$ cat config.mk
export PLATFORM = sky130hd
export DESIGN_NAME = crc_clock_reset
export DESIGN_NICKNAME = d
export VERILOG_FILES = /design/src/crc_pkg.sv /design/src/crc_clock_reset.sv
export VERILOG_INCLUDE_DIRS = /design/src
export SDC_FILE = /design/constraint.sdc
export NUM_CORES = 1
export LEC_CHECK = 0
export BUFFER_PORTS_ARGS = -buffer_cell sky130_fd_sc_hd__buf_2
export CAP_MARGIN = 20
export CORE_UTILIZATION = 45
export CTS_CLUSTER_DIAMETER = 60
export DETAILED_ROUTE_END_ITERATION = 12
export GPL_ROUTABILITY_DRIVEN = 0
export PLACE_DENSITY = 0.68
export SLEW_MARGIN = 20
export SYNTH_ARGS = -nofsm -noshare
export SYNTH_HDL_FRONTEND = slang
export SYNTH_SLANG_ARGS = --single-unit
$ cat constraint.sdc
create_clock -name clock -period 7.8 [get_ports clock]
set_clock_uncertainty 0.2 [all_clocks]
set_input_delay 0.78 -clock clock [delete_from_list [all_inputs] [get_ports clock]]
set_output_delay 0.78 -clock clock [all_outputs]
set_load 0.01 [all_outputs]
$ cat src/crc_defines.svh
// constants of the clock and reset control block
`ifndef CRC_DEFINES_SVH
`define CRC_DEFINES_SVH

`define CRC_CLK_KHZ 10000
`define CRC_POR_PULSE_US 600
`define CRC_WD_PULSE_CYC 512
`define CRC_WARM_RESET_MIN_CYC 32
`define CRC_BUS_VALID_MAX_CYC 32
`define CRC_BOOT_HOLD_CYC 1000
`define CRC_OSC_START_US 3
`define CRC_XTAL_START_MIN_MS 1
`define CRC_XTAL_START_MAX_MS 10
`define CRC_POR_PULSE_CYC (`CRC_POR_PULSE_US * `CRC_CLK_KHZ / 1000)
`define CRC_OSC_START_CYC ((`CRC_OSC_START_US * `CRC_CLK_KHZ + 999) / 1000)
`define CRC_XTAL_START_CYC (`CRC_XTAL_START_MIN_MS * `CRC_CLK_KHZ)

`define CRC_OFS_BROWNOUT_CONFIG 16'h0985
`define CRC_OFS_CLOCK_OUT_CONTROL 16'h7010
`define CRC_OFS_PLL_STATUS 16'h7011
`define CRC_OFS_CLOCK_SOURCE_CONTROL 16'h7012
`define CRC_OFS_PLL_LOCK_PERIOD 16'h7013
`define CRC_OFS_OSC_ONE_TRIM 16'h7014
`define CRC_OFS_OSC_TWO_TRIM 16'h7016
`define CRC_OFS_PERIPH_CLOCK_ENABLE_TWO 16'h7019
`define CRC_OFS_LOW_SPEED_PRESCALER 16'h701b
`define CRC_OFS_PERIPH_CLOCK_ENABLE_ZERO 16'h701c
`define CRC_OFS_PERIPH_CLOCK_ENABLE_ONE 16'h701d
`define CRC_OFS_LOW_POWER_CONTROL_ZERO 16'h701e
`define CRC_OFS_PERIPH_CLOCK_ENABLE_THREE 16'h7020
`define CRC_OFS_PLL_CONTROL 16'h7021
`define CRC_OFS_SYSTEM_CONTROL_STATUS 16'h7022
`define CRC_OFS_WATCHDOG_COUNTER 16'h7023
`define CRC_OFS_WATCHDOG_SERVICE_KEY 16'h7025
`define CRC_OFS_WATCHDOG_CONTROL 16'h7029
`define CRC_OFS_DEBUG_PORT_CONTROL 16'h702a
`define CRC_OFS_SECOND_PLL_CONFIG 16'h7030
`define CRC_OFS_SECOND_PLL_MULTIPLIER 16'h7032
`define CRC_OFS_SECOND_PLL_LOCK_STATUS 16'h7034
`define CRC_OFS_SECOND_SYSCLK_COUNTER 16'h7036
`define CRC_OFS_PWM_DMA_CONFIG 16'h703a

`define CRC_NUM_REGS 24
`define CRC_IDX_PLL_STATUS 5'd2
`define CRC_IDX_CLOCK_SOURCE_CONTROL 5'd3
`define CRC_IDX_PLL_LOCK_PERIOD 5'd4
`define CRC_IDX_OSC_ONE_TRIM 5'd5
`define CRC_IDX_OSC_TWO_TRIM 5'd6
`define CRC_IDX_PLL_CONTROL 5'd13
`define CRC_IDX_WATCHDOG_COUNTER 5'd15

`define CRC_PLL_MULT_MSB 4
`define CRC_PLL_LOCKED_BIT 0
`define CRC_CLOCK_DIVIDER_SELECT_MSB 8
`define CRC_CLOCK_DIVIDER_SELECT_LSB 7
`define CRC_OSC_ONE_OFF_BIT 0
`define CRC_OSC_TWO_OFF_BIT 1
`define CRC_XTAL_ON_BIT 2
`define CRC_SRC_SEL_MSB 4
`define CRC_SRC_SEL_LSB 3

`define CRC_SRC_OSC_ONE 2'h0
`define CRC_SRC_OSC_TWO 2'h1
`define CRC_SRC_XTAL 2'h2
`define CRC_LOCK_PERIOD_RESET 16'h0100
`define CRC_REG_RESET 16'h0000

`endif

$ cat src/crc_pkg.sv
// types of the clock and reset control block
package crc_pkg;

  typedef enum logic [1:0] {
    CRC_ST_RUN = 2'b01,
    CRC_ST_LOCK = 2'b10
  } crc_state_t;

  typedef struct packed {
    crc_state_t state;
    logic [23:0][15:0] regs;
    logic [23:0] por_cnt;
    logic [9:0] wd_cnt;
    logic [15:0] lock_cnt;
    logic [5:0] osc1_cnt;
    logic [5:0] osc2_cnt;
    logic [23:0] xtal_cnt;
    logic osc1_ready;
    logic osc2_ready;
    logic xtal_ready;
    logic osc1_en;
    logic osc2_en;
    logic xtal_en;
    logic [1:0] src_sel;
    logic [4:0] mult;
    logic [1:0] div_shift;
    logic [15:0] rdata;
    logic pin_oe;
    logic wd_reset;
    logic bus_active;
    logic pin_sync1;
    logic pin_sync2;
  } crc_state_s_t;

endpackage : crc_pkg

$ cat src/crc_clock_reset.sv
// clock and reset control: reset pulses, pll lock-up, oscillator select, registers
// How it works
// - device-driven reset pin pulse lasts 600 us
// - watchdog reset pulse lasts 512 oscillator cycles
// - bus activity valid within 32 cycles
// - internal oscillator usable 3 us after start
// - crystal counted valid after start-up time
// - pll write starts lock-up, then new rate
// - both internal oscillators enabled at power-up
// - internal oscillator one selected at power-up
// - software may power down unused oscillators
// - oscillator frequency follows its trim register
// - all map registers write-protected
// - core clock equals forwarded system clock rate
// - pll control and status registers reset by pin or watchdog only
`timescale 1ns/1ps
`default_nettype none
`include "crc_defines.svh"

module crc_clock_reset
  import crc_pkg::*;
#(
  parameter int unsigned POR_PULSE_CYC = `CRC_POR_PULSE_CYC,
  parameter int unsigned XTAL_START_CYC = `CRC_XTAL_START_CYC
) (
  input wire logic clock,
  input wire logic rst_b,
  input wire logic external_reset_n_in,
  output logic external_reset_n_out,
  output logic external_reset_n_oe,
  input wire logic brownout_event,
  input wire logic watchdog_expire,
  input wire logic debug_reset,
  input wire logic missing_clock_reset,
  input wire logic protected_write_enable,
  input wire logic [15:0] reg_addr,
  input wire logic [15:0] reg_wdata,
  input wire logic reg_wr,
  input wire logic reg_rd,
  output logic [15:0] reg_rdata,
  output logic watchdog_reset_out,
  output logic bus_active,
  output logic internal_osc_one_enable,
  output logic internal_osc_two_enable,
  output logic crystal_enable,
  output logic [15:0] osc_one_trim_out,
  output logic [15:0] osc_two_trim_out,
  output logic [1:0] clock_source,
  output logic [4:0] sysclk_multiplier,
  output logic [1:0] sysclk_div_shift,
  output logic pll_locked_flag
);

  crc_state_s_t cur_ff;
  crc_state_s_t nxt_cur;

  // maps a bus address to a register slot
  function automatic logic [5:0] crc_decode(input logic [15:0] addr);
    logic [5:0] res;
    res = 6'h00;
    unique case (addr)
      `CRC_OFS_BROWNOUT_CONFIG: res = {1'b1, 5'd0};
      `CRC_OFS_CLOCK_OUT_CONTROL: res = {1'b1, 5'd1};
      `CRC_OFS_PLL_STATUS: res = {1'b1, 5'd2};
      `CRC_OFS_CLOCK_SOURCE_CONTROL: res = {1'b1, 5'd3};
      `CRC_OFS_PLL_LOCK_PERIOD: res = {1'b1, 5'd4};
      `CRC_OFS_OSC_ONE_TRIM: res = {1'b1, 5'd5};
      `CRC_OFS_OSC_TWO_TRIM: res = {1'b1, 5'd6};
      `CRC_OFS_PERIPH_CLOCK_ENABLE_TWO: res = {1'b1, 5'd7};
      `CRC_OFS_LOW_SPEED_PRESCALER: res = {1'b1, 5'd8};
      `CRC_OFS_PERIPH_CLOCK_ENABLE_ZERO: res = {1'b1, 5'd9};
      `CRC_OFS_PERIPH_CLOCK_ENABLE_ONE: res = {1'b1, 5'd10};
      `CRC_OFS_LOW_POWER_CONTROL_ZERO: res = {1'b1, 5'd11};
      `CRC_OFS_PERIPH_CLOCK_ENABLE_THREE: res = {1'b1, 5'd12};
      `CRC_OFS_PLL_CONTROL: res = {1'b1, 5'd13};
      `CRC_OFS_SYSTEM_CONTROL_STATUS: res = {1'b1, 5'd14};
      `CRC_OFS_WATCHDOG_COUNTER: res = {1'b1, 5'd15};
      `CRC_OFS_WATCHDOG_SERVICE_KEY: res = {1'b1, 5'd16};
      `CRC_OFS_WATCHDOG_CONTROL: res = {1'b1, 5'd17};
      `CRC_OFS_DEBUG_PORT_CONTROL: res = {1'b1, 5'd18};
      `CRC_OFS_SECOND_PLL_CONFIG: res = {1'b1, 5'd19};
      `CRC_OFS_SECOND_PLL_MULTIPLIER: res = {1'b1, 5'd20};
      `CRC_OFS_SECOND_PLL_LOCK_STATUS: res = {1'b1, 5'd21};
      `CRC_OFS_SECOND_SYSCLK_COUNTER: res = {1'b1, 5'd22};
      `CRC_OFS_PWM_DMA_CONFIG: res = {1'b1, 5'd23};
      default: res = 6'h00;
    endcase
    return res;
  endfunction : crc_decode

  // divider select code to shift: 0 and 1 divide by four
  function automatic logic [1:0] crc_div_shift(input logic [1:0] clock_divider_select);
    logic [1:0] res;
    res = 2'h2;
    if (clock_divider_select == 2'h2) begin
      res = 2'h1;
    end else if (clock_divider_select == 2'h3) begin
      res = 2'h0;
    end
    return res;
  endfunction : crc_div_shift

  // oscillator start counter, ready once it reaches the start-up time
  function automatic logic [5:0] crc_osc_step(input logic on, input logic [5:0] cnt);
    logic [5:0] res;
    res = 6'h00;
    if (on && cnt < 6'(`CRC_OSC_START_CYC)) begin
      res = cnt + 6'h01;
    end else if (on) begin
      res = cnt;
    end
    return res;
  endfunction : crc_osc_step

  logic [5:0] dec;
  logic wr_hit;
  logic pin_low;
  logic full_reset;
  logic soft_reset;
  logic [15:0] src_ctl;
  logic [1:0] want_src;
  logic osc1_on;
  logic osc2_on;
  logic xtal_on;

  always_comb begin
    nxt_cur = cur_ff;
    dec = crc_decode(reg_addr);
    wr_hit = reg_wr && dec[5] && protected_write_enable;
    // pin level seen by logic only after the second flop
    nxt_cur.pin_sync1 = external_reset_n_in;
    nxt_cur.pin_sync2 = cur_ff.pin_sync1;
    pin_low = !cur_ff.pin_sync2;
    full_reset = pin_low || cur_ff.wd_reset;
    soft_reset = full_reset || debug_reset || missing_clock_reset;
    src_ctl = cur_ff.regs[`CRC_IDX_CLOCK_SOURCE_CONTROL];
    want_src = src_ctl[`CRC_SRC_SEL_MSB:`CRC_SRC_SEL_LSB];

    // device-driven reset pulse on the open-drain pin
    if (brownout_event) begin
      nxt_cur.por_cnt = 24'(POR_PULSE_CYC);
    end else if (cur_ff.por_cnt != 24'h000000) begin
      nxt_cur.por_cnt = cur_ff.por_cnt - 24'h000001;
    end
    nxt_cur.pin_oe = (nxt_cur.por_cnt != 24'h000000);

    // watchdog reset pulse
    if (watchdog_expire && !cur_ff.wd_reset) begin
      nxt_cur.wd_cnt = 10'(`CRC_WD_PULSE_CYC);
    end else if (cur_ff.wd_cnt != 10'h000) begin
      nxt_cur.wd_cnt = cur_ff.wd_cnt - 10'h001;
    end
    nxt_cur.wd_reset = (nxt_cur.wd_cnt != 10'h000);

    // activity follows the synchronised pin within three cycles
    nxt_cur.bus_active = !pin_low && !cur_ff.pin_oe && !cur_ff.wd_reset;

    // register writes
    if (wr_hit && dec[4:0] != `CRC_IDX_WATCHDOG_COUNTER) begin
      nxt_cur.regs[dec[4:0]] = reg_wdata;
    end

    // pll lock-up sequencing
    unique case (cur_ff.state)
      CRC_ST_RUN: begin
        if (wr_hit && dec[4:0] == `CRC_IDX_PLL_CONTROL) begin
          nxt_cur.state = CRC_ST_LOCK;
          nxt_cur.lock_cnt = cur_ff.regs[`CRC_IDX_PLL_LOCK_PERIOD];
          nxt_cur.mult = 5'h00;
        end
      end
      CRC_ST_LOCK: begin
        // a rewrite during lock-up restarts the lock period
        if (wr_hit && dec[4:0] == `CRC_IDX_PLL_CONTROL) begin
          nxt_cur.lock_cnt = cur_ff.regs[`CRC_IDX_PLL_LOCK_PERIOD];
        end else if (cur_ff.lock_cnt != 16'h0000) begin
          nxt_cur.lock_cnt = cur_ff.lock_cnt - 16'h0001;
        end else begin
          nxt_cur.state = CRC_ST_RUN;
          nxt_cur.mult = cur_ff.regs[`CRC_IDX_PLL_CONTROL][`CRC_PLL_MULT_MSB:0];
        end
      end
    endcase
    nxt_cur.regs[`CRC_IDX_PLL_STATUS][`CRC_PLL_LOCKED_BIT] = (nxt_cur.state == CRC_ST_RUN);
    // divider applies in lock-up too; software keeps it zero then
    nxt_cur.div_shift = crc_div_shift(
      nxt_cur.regs[`CRC_IDX_PLL_STATUS][`CRC_CLOCK_DIVIDER_SELECT_MSB:`CRC_CLOCK_DIVIDER_SELECT_LSB]);

    // oscillator power and start-up: the selected source is never powered off
    osc1_on = !src_ctl[`CRC_OSC_ONE_OFF_BIT] || cur_ff.src_sel == `CRC_SRC_OSC_ONE;
    osc2_on = !src_ctl[`CRC_OSC_TWO_OFF_BIT] || cur_ff.src_sel == `CRC_SRC_OSC_TWO;
    xtal_on = src_ctl[`CRC_XTAL_ON_BIT] || cur_ff.src_sel == `CRC_SRC_XTAL;
    nxt_cur.osc1_cnt = crc_osc_step(osc1_on, cur_ff.osc1_cnt);
    nxt_cur.osc2_cnt = crc_osc_step(osc2_on, cur_ff.osc2_cnt);
    nxt_cur.osc1_ready = (nxt_cur.osc1_cnt == 6'(`CRC_OSC_START_CYC));
    nxt_cur.osc2_ready = (nxt_cur.osc2_cnt == 6'(`CRC_OSC_START_CYC));
    if (!xtal_on) begin
      nxt_cur.xtal_cnt = 24'h000000;
    end else if (cur_ff.xtal_cnt < 24'(XTAL_START_CYC)) begin
      nxt_cur.xtal_cnt = cur_ff.xtal_cnt + 24'h000001;
    end
    nxt_cur.xtal_ready = (nxt_cur.xtal_cnt == 24'(XTAL_START_CYC));
    // enables registered so the pins come straight from flops
    nxt_cur.osc1_en = (nxt_cur.osc1_cnt != 6'h00);
    nxt_cur.osc2_en = (nxt_cur.osc2_cnt != 6'h00);
    nxt_cur.xtal_en = (nxt_cur.xtal_cnt != 24'h000000);

    // switch only to a source that has finished starting up
    unique case (want_src)
      `CRC_SRC_OSC_ONE: begin
        if (cur_ff.osc1_ready) begin
          nxt_cur.src_sel = `CRC_SRC_OSC_ONE;
        end
      end
      `CRC_SRC_OSC_TWO: begin
        if (cur_ff.osc2_ready) begin
          nxt_cur.src_sel = `CRC_SRC_OSC_TWO;
        end
      end
      `CRC_SRC_XTAL: begin
        if (cur_ff.xtal_ready) begin
          nxt_cur.src_sel = `CRC_SRC_XTAL;
        end
      end
      default: begin
        nxt_cur.src_sel = cur_ff.src_sel;
      end
    endcase

    // read data, one cycle after the strobe
    nxt_cur.rdata = 16'h0000;
    if (reg_rd && dec[5] && dec[4:0] != `CRC_IDX_WATCHDOG_COUNTER) begin
      nxt_cur.rdata = cur_ff.regs[dec[4:0]];
    end

    // debug and missing-clock resets spare the pll control and status registers; pin and watchdog reset them
    if (soft_reset) begin
      for (int i = 0; i < `CRC_NUM_REGS; i++) begin
        if (5'(i) != `CRC_IDX_PLL_CONTROL && 5'(i) != `CRC_IDX_PLL_STATUS) begin
          nxt_cur.regs[i] = `CRC_REG_RESET;
        end
      end
      nxt_cur.regs[`CRC_IDX_PLL_LOCK_PERIOD] = `CRC_LOCK_PERIOD_RESET;
    end
    if (full_reset) begin
      nxt_cur.regs[`CRC_IDX_PLL_CONTROL] = `CRC_REG_RESET;
      nxt_cur.regs[`CRC_IDX_PLL_STATUS] = 16'h0001;
      nxt_cur.state = CRC_ST_RUN;
      nxt_cur.lock_cnt = 16'h0000;
      nxt_cur.mult = 5'h00;
      nxt_cur.div_shift = crc_div_shift(2'h0);
    end
  end

  always_ff @(posedge clock) begin
    if (!rst_b) begin
      cur_ff <= '0;
      cur_ff.state <= CRC_ST_RUN;
      cur_ff.regs[`CRC_IDX_PLL_LOCK_PERIOD] <= `CRC_LOCK_PERIOD_RESET;
      cur_ff.regs[`CRC_IDX_PLL_STATUS] <= 16'h0001;
      cur_ff.por_cnt <= 24'(POR_PULSE_CYC);
      cur_ff.pin_oe <= 1'b1;
      cur_ff.src_sel <= `CRC_SRC_OSC_ONE;
      cur_ff.osc1_en <= 1'b1;
      cur_ff.osc2_en <= 1'b1;
      // idle level of the pin, so release does not look like a pin reset
      cur_ff.pin_sync1 <= 1'b1;
      cur_ff.pin_sync2 <= 1'b1;
      cur_ff.div_shift <= 2'h2;
    end else begin
      cur_ff <= nxt_cur;
    end
  end

  assign external_reset_n_out = 1'b0;
  assign external_reset_n_oe = cur_ff.pin_oe;
  assign reg_rdata = cur_ff.rdata;
  assign watchdog_reset_out = cur_ff.wd_reset;
  assign bus_active = cur_ff.bus_active;
  // offs bits reset to zero, so both oscillators run from power-up
  assign internal_osc_one_enable = cur_ff.osc1_en;
  assign internal_osc_two_enable = cur_ff.osc2_en;
  assign crystal_enable = cur_ff.xtal_en;
  assign osc_one_trim_out = cur_ff.regs[`CRC_IDX_OSC_ONE_TRIM];
  assign osc_two_trim_out = cur_ff.regs[`CRC_IDX_OSC_TWO_TRIM];
  assign clock_source = cur_ff.src_sel;
  // one multiplier/shift pair sets both core and forwarded clock
  assign sysclk_multiplier = cur_ff.mult;
  assign sysclk_div_shift = cur_ff.div_shift;
  assign pll_locked_flag = cur_ff.regs[`CRC_IDX_PLL_STATUS][`CRC_PLL_LOCKED_BIT];

endmodule : crc_clock_reset
`default_nettype wire

==> results.yml, run 1 <==
sta:
  rsz0062_at_grt: "false"
  period_minus_slack_ns: 4.906
  worstMarginPinSlew_ns: 1.319
  drv_slew: 0
  max_freq_mhz: 203.8
  tns_ns: 0
  relSlewSlack: 0.1142
  fin_crit_sh: 0.6290
  hold_violations: 0
  finalSetupViolations: 0
cts:
  root_buffer: "clkbuf_16"
  cts_resized: 0
  cts.sinks: 508
  clkLatencyLatePin_ns: 0.63
  cts.path.max_buffers: 3
  clk_pin_slew_ns: 0.06
  post_cts_buffers: 0
  numCtsBuffers: 54
  h-tree-depth: 2
  cts_tree: "built"
  hold_buffers: 0
worst_setup_path:
  required_ns: 8.01
  path_max_fanout: 75
  slowest_stage: "a2111oi_0"
  path_delay_family: "compound AO/OA/AOI/OAI gates"
  path_class: "in -> reg"
  critPathArrivalTime_ns: 5.12
  startpoint_type: "input port"
  max_stage_delay_ns: 0.95
  worstSetupPathDepth: 11
  cp-startpoint: "reg_addr[7]"
  crit_chain: "buf_2 > nor3b_2 > nand2b_1 > o221ai_2 > buf_4 > nand2_4 > buf_4 > a211oi_1 > a211oi_1 > a2111oi_0 > a31oi_1"
  r2r_cells: 11
  endpoint_kind: "flip-flop"
  timing.rr.start: "cur_ff[72]"
  crit_buf_inv: 3
synth:
  synth_top_family_by_area: "simple AND/OR/NAND/NOR gates"
  yosysWarningCount: 0
  avgSynthCellArea_um2: 7.762
  synthArstFlopShare: 0
  synth_edf_count: 0
  synthAdderAreaFrac: 0.003165
  yosysUniqueCellTypes: 97
  yosys.area_share.simple: 0.2645
  syn_nets: 3104
  synthXorXnorAreaFrac: 0.01662
  yosysTopAreaCell: "dfxtp_1"
  ys_seq_elements: 508
  synth_compound_area_frac: 0.1976
  synth_area_leaders: "dfxtp_1 (43%), nand2_1 (14%), a21oi_1 (8.6%), buf_4 (2.2%), clkbuf_1 (1.9%)"
  muxShareOfSynthArea: 0.02295
  syn_area_um2: 23720
  synthDominantCellAreaShare: 0.4287
  postSynthCellCount: 3056
  synthFlopType: "dfxtp_1"
  seq_area_frac_synth: 0.4287
global_route:
  grt_max_degree: 233
  grt_pass1_wl_um: 125500
  grt-ovfl-total: 0
  grt_pass1_vias: 20710
  antenna_found_initial: 6
  grt_usage: 0.3029
drt:
  drc: 0
  via_per_inst: 6.105
  drt-total-wl_um: 83140
  antenna_left: 0
  drt_iter0_markers: 3057
  wl_per_cell_um: 22.54
  drt_pre_antenna_iters: 8
  vias: 22520
finish:
  multiInputGateArea_um2: 12020
  post-route-util: 0.4955
  final_cell_area_um2: 25630
  nFillCells: 4949
  drive_gt1_frac: 0.1255
  area_delta_synth_final_pct: 8.039
  nets: 3013
  seqCellArea_um2: 10170
floorplanning:
  dieArea_um2: 53630
  core_um2: 51720
  pin_count: 107
  initial_core_util: 0.4587
  die_w_um: 231.6
  rows: 83
  die_h_um: 231.6
worst_hold_path:
  hold_depth: 2
  hold_class: "in -> reg"
  min_from: "external_reset_n_in"
flow_run:
  maxCapViolations: 0
placement:
  placed_cell_area_um2: 23920
  dp_hpwl_um: 53600
  portBuffers: 105
run_status:
  status: "complete, no violations"
power:
  p_leak_uw: 0.008327
  powerDensity_nw_per_um2: 217.7
  ir_worst_vdd_mv: 0.1739
  power_uw: 5579
==> Yosys cell counts, types with 6 or more instances <==
| cell type | count |
|---|---|
| clkbuf_1 | 123 |
| o31ai_1 | 6 |
| a21oi_2 | 39 |
| o211ai_1 | 10 |
| a222oi_1 | 6 |
| xnor2_1 | 26 |
| a211oi_1 | 53 |
| buf_6 | 6 |
| a21boi_0 | 7 |
| nor4_1 | 18 |
| mux2i_1 | 42 |
| a21oi_1 | 408 |
| nand2_1 | 895 |
| a211o_1 | 9 |
| mux2_2 | 9 |
| nand2_2 | 41 |
| or4_1 | 9 |
| a31oi_1 | 33 |
| nand3b_1 | 11 |
| ha_1 | 6 |
| nor2_4 | 6 |
| nand4_1 | 11 |
| buf_2 | 74 |
| dfxtp_1 | 508 |
| a221oi_1 | 23 |
| o21ai_0 | 53 |
| xor2_1 | 19 |
| o21ai_1 | 16 |
| a21o_1 | 16 |
| nor3_1 | 40 |
| nor2_1 | 108 |
| nand3_1 | 53 |
| a2111oi_0 | 13 |
| a22oi_1 | 13 |
| nor2_2 | 11 |
| nand2b_1 | 14 |
| and3_1 | 53 |
| or3_1 | 27 |
| inv_1 | 32 |
| buf_4 | 71 |
| nor2b_1 | 6 |
| and2_1 | 24 |
==> sequential cells by signal, indices dropped and copies added (netlist names), 2 cells and up <==
register / flops
sysclk_div_shift: 2
sysclk_multiplier: 5
clock_source: 2
src_ctl: 16
cur_ff: 428
reg_rdata: 16
osc_one_trim_out: 16
osc_two_trim_out: 16
==> layer usage <==
layer,GRT usage,share of wire,vias up
li1,-,-,10220
met1,0.3967,0.40,10680
met2,0.4489,0.42,1318
met3,0.07776,0.12,302
met4,0.1756,0.063,2
met5,0,0.00017,-
==> through the flow <==
stage,setup slack (ns),hold slack [ns],cells
3_5_place_dp,2.490,0.2070,3589
2_1_floorplan,4.437,0.1863,3056
3_3_place_gp,2.455,0.1890,3589
5_1_grt,2.836,0.1530,3685
4_1_cts,3.126,0.1381,3685
6_report,2.894,0.1564,3689
==> report_power, final <==
group          total, uW  switching (uW)  internal (uW)
clock               2510            1110           1400
combinational        411             277            134
sequential          2660            33.5           2630
total               5580            1420           4160
==> placed cells by master (no fill, tap or decap), types with 8 or more instances in the layout <==
| cell type | count |
|---|---|
| a2111oi_0 | 10 |
| a211o_1 | 9 |
| a211oi_1 | 53 |
| a21o_1 | 15 |
| a21oi_1 | 408 |
| a21oi_2 | 38 |
| a221oi_1 | 23 |
| a22oi_1 | 13 |
| a31oi_1 | 33 |
| and2_1 | 23 |
| and3_1 | 53 |
| buf_2 | 105 |
| buf_4 | 25 |
| clkbuf_1 | 10 |
| clkbuf_16 | 55 |
| clkbuf_8 | 8 |
| clkinv_2 | 14 |
| dfxtp_1 | 508 |
| inv_1 | 32 |
| mux2_2 | 9 |
| mux2i_1 | 42 |
| nand2_1 | 894 |
| nand2_2 | 41 |
| nand2b_1 | 14 |
| nand3_1 | 53 |
| nand3b_1 | 11 |
| nand4_1 | 11 |
| nor2_1 | 106 |
| nor2_2 | 12 |
| nor3_1 | 40 |
| nor4_1 | 18 |
| o211ai_1 | 10 |
| o21ai_0 | 53 |
| o21ai_1 | 15 |
| or3_1 | 26 |
| or4_1 | 9 |
| xnor2_1 | 26 |
| xor2_1 | 19 |
==> path summary, 6_finish.rpt <==
| path | slack, ns | endpoint |
|---|---|---|
| worst min register to register | 0.22 | cur_ff[0] |
| worst min-delay path | 0.16 | cur_ff[1] |
| worst max-delay path | 2.89 | reg_rdata[11] |
| worst max register to register | 4.35 | cur_ff[72] |
==> area by class of cell <==
class                      instances  area share
clock inverter                    23    0.006835
antenna                            4   0.0003906
timing repair buffer             132     0.02939
multi-input combinational       2237      0.4692
clock buffer                      73     0.05947
sequential                       508      0.3968
inverter                          32    0.004687
tap                              680     0.03320
==> kinds of logic after synthesis <==
logic type | Yosys count
mux | 52
other cells | 1
buf+inv | 311
compound gates | 756
simple gates | 1377
flops | 508
xor+xnor | 45
fa+ha+maj | 6
==> worst register-to-register path, stage by stage (launching register included) <==
cell      delay [ns]
dfxtp_1         0.36
inv_1           0.08
ha_1            0.18
nor3b_2         0.29
nand2_1         0.20
or4_4           0.55
or3_4           0.37
or3_1           0.33
a21oi_2         0.14
buf_4           0.32
nand3b_1        0.19
a31oi_1         0.10
No activity file was read; power rests on OpenSTA's default activity.
==> run 2: changes to the inputs <==
--- a/config.mk
+++ b/config.mk
@@ -12,7 +12,7 @@
 export CTS_CLUSTER_DIAMETER = 60
 export DETAILED_ROUTE_END_ITERATION = 12
 export GPL_ROUTABILITY_DRIVEN = 0
-export PLACE_DENSITY = 0.68
+export PLACE_DENSITY = 0.71
 export SLEW_MARGIN = 20
 export SYNTH_ARGS = -nofsm -noshare
 export SYNTH_HDL_FRONTEND = slang
==> constraint.sdc (replaced) <==
create_clock -name clock -period 3.9 [get_ports clock]
set_clock_uncertainty 0.2 [all_clocks]
set_input_delay 0.39 -clock clock [delete_from_list [all_inputs] [get_ports clock]]
set_output_delay 0.39 -clock clock [all_outputs]
set_load 0.01 [all_outputs]
==> run 2 against run 1 <==
Against the previous run: wire length is 1.3% lower; flip-flop and latch count stayed put; non-clock buffer count up 120; first-iteration DRC count is 3.9% lower; sequential power rose by 100%; final cell count rose by 3.4%; worst setup slack lost 2.4 ns; largest power group unchanged.
==> results.yml, run 2 (synthesis gave the netlist of run 1 again) <==
floorplanning:
  dieArea_um2: 53630
  rows: 83
  core_um2: 51720
  die_w_um: 231.6
  pin_count: 107
  die_h_um: 231.6
  initial_core_util: 0.4587
drt:
  vias: 22610
  drc: 0
  drt_iter0_markers: 2939
  antenna_left: 0
  drt_pre_antenna_iters: 8
  wl_per_cell_um: 21.52
  drt-total-wl_um: 82040
  via_per_inst: 5.929
cts:
  cts.path.max_buffers: 3
  clkLatencyLatePin_ns: 0.62
  h-tree-depth: 2
  cts.sinks: 508
  post_cts_buffers: 0
  numCtsBuffers: 54
  cts_tree: "built"
  root_buffer: "clkbuf_16"
  clk_pin_slew_ns: 0.06
placement:
  placed_cell_area_um2: 24950
  placedCellCount: 3704
  dp_worst_setup_slack_ns: 0.1108
  portBuffers: 105
  dp_hpwl_um: 55140
sta:
  worstMarginPinSlew_ns: 1.210
  fin_ws_ns: 0.4943
  rsz0062_at_grt: "false"
  max_freq_mhz: 293.6
  hold_violations: 0
  drv_slew: 0
  finalSetupViolations: 0
  tns_ns: 0
  fin_crit_sh: 0.8733
  relSlewSlack: 0.1724
  period_minus_slack_ns: 3.406
power:
  power.switching_uw: 2821
  p_leak_uw: 0.009050
  ir_worst_vdd_mv: 0.5032
  p_clk_frac: 0.464
  switching_share: 0.2464
  combPwrFrac: 0.071
  powerDensity_nw_per_um2: 426.3
  power_frac_seq: 0.464
  internal_power_uw: 8629
finish:
  final_common_cell: "nand2_1"
  mostFrequentLayoutCells: "nand2_1 (894), dfxtp_1 (508), a21oi_1 (408)"
  area_delta_synth_final_pct: 13.23
  stdcell_count: 3813
  regMostFlops: "cur_ff"
  drive_gt1_frac: 0.1585
  nets: 3133
  largest_reg_flops: 428
  final_cell_area_um2: 26860
worst_setup_path:
  r2r_end: "cur_ff[85]"
  critPathArrivalTime_ns: 3.76
  path_class: "in -> reg"
  startpoint_type: "input port"
  path_max_fanout: 15
  endpoint_kind: "flip-flop"
  r2r_cells: 11
  required_ns: 4.26
  timing.rr.start: "cur_ff[72]"
  regToRegSetupSlack_ns: 0.59
global_route:
  grt_pass1_wl_um: 123900
  grt_usage: 0.2990
  grt-ovfl-total: 0
  antenna_found_initial: 9
  grt_pass1_vias: 20170
  grt_max_degree: 89
flow_run:
  maxCapViolations: 0
worst_hold_path:
  hold_depth: 4
  hold_class: "in -> reg"
  min_from: "debug_reset"
  hold_path_end: "cur_ff[194]"
run_status:
  status: "complete, no violations"
run 2: cell count changes in the layout (fill, tap and decap cells not counted), sizes merged, moves of 2 or more:
cell | previous run | this run
buf | 132 | 247
bufinv | 1 | 3
dlygate4sd3 | 0 | 5
clkbuf | 73 | 80
inv | 35 | 32
clkinvlp | 5 | 2
clkinv | 14 | 16
run 2: worst max-delay path by stage:
| stage | end | from | cells past startpoint | slack, ns |
|---|---|---|---|---|
| final | reg_rdata[0] | reg_addr[2] | 10 | 0.49 |
| after global routing | cur_ff[85] | cur_ff[72] | 11 | 0.39 |
| after CTS | cur_ff[85] | cur_ff[72] | 11 | 0.60 |
| after detailed placement | reg_rdata[2] | reg_addr[2] | 11 | 0.11 |
| after global placement | reg_rdata[0] | reg_addr[2] | 10 | 0.13 |
| after floorplan | cur_ff[463] | reg_addr[0] | 11 | 0.93 |
run 2: final cells by class:
class,count,area [um2]
Fill cell,4940,24860
Multi-Input combinational cell,2237,12040
Sequential cell,508,10170
Timing Repair Buffer,252,1817
Clock buffer,80,1632
Tap cell,680,850.8
Clock inverter,21,225.2
Inverter,32,120.1
Antenna cell,3,7.507
run 2: worst max-delay path, stage by stage:
cell and delay [ns]:
buf_2 0.24, or3b_1 0.39, o221a_4 0.16, o221a_4 0.29, nor2_4 0.50, buf_4 0.34, nor3_1 0.08, a2111oi_0 0.94
a2111oi_0 0.24, a31oi_1 0.19
run 2: metrics by stage:
step	hold slack (ns)	total power, uW	util
6_report	0.06321	11450	0.5194
5_1_grt	0.06508	11820	0.5193
4_1_cts	0.05155	11500	0.5192
3_5_place_dp	0.1969	6230	0.4823
3_3_place_gp	0.1924	6224	0.4822
2_1_floorplan	0.1863	6005	-
run 2: per-layer routing:
| layer | routed length (um) | global-route usage |
|---|---|---|
| met1 | 33380 | 0.4103 |
| met2 | 33920 | 0.4299 |
| met3 | 10340 | 0.08268 |
| met4 | 4321 | 0.1419 |
| met5 | 73 | 0 |
run 2: timing repair:
item	CTS	global route
resized for setup	0	0
hold buffers	5	0
endpoints found under the hold margin	12	0
run 2: power groups by stage:
stage	sequential (uW)	combinational (uW)	clock, uW
floorplan	5400	603	0
global placement	5430	795	0
detailed placement	5430	799	0
CTS	5320	808	5370
global route	5330	879	5610
finish	5320	817	5320
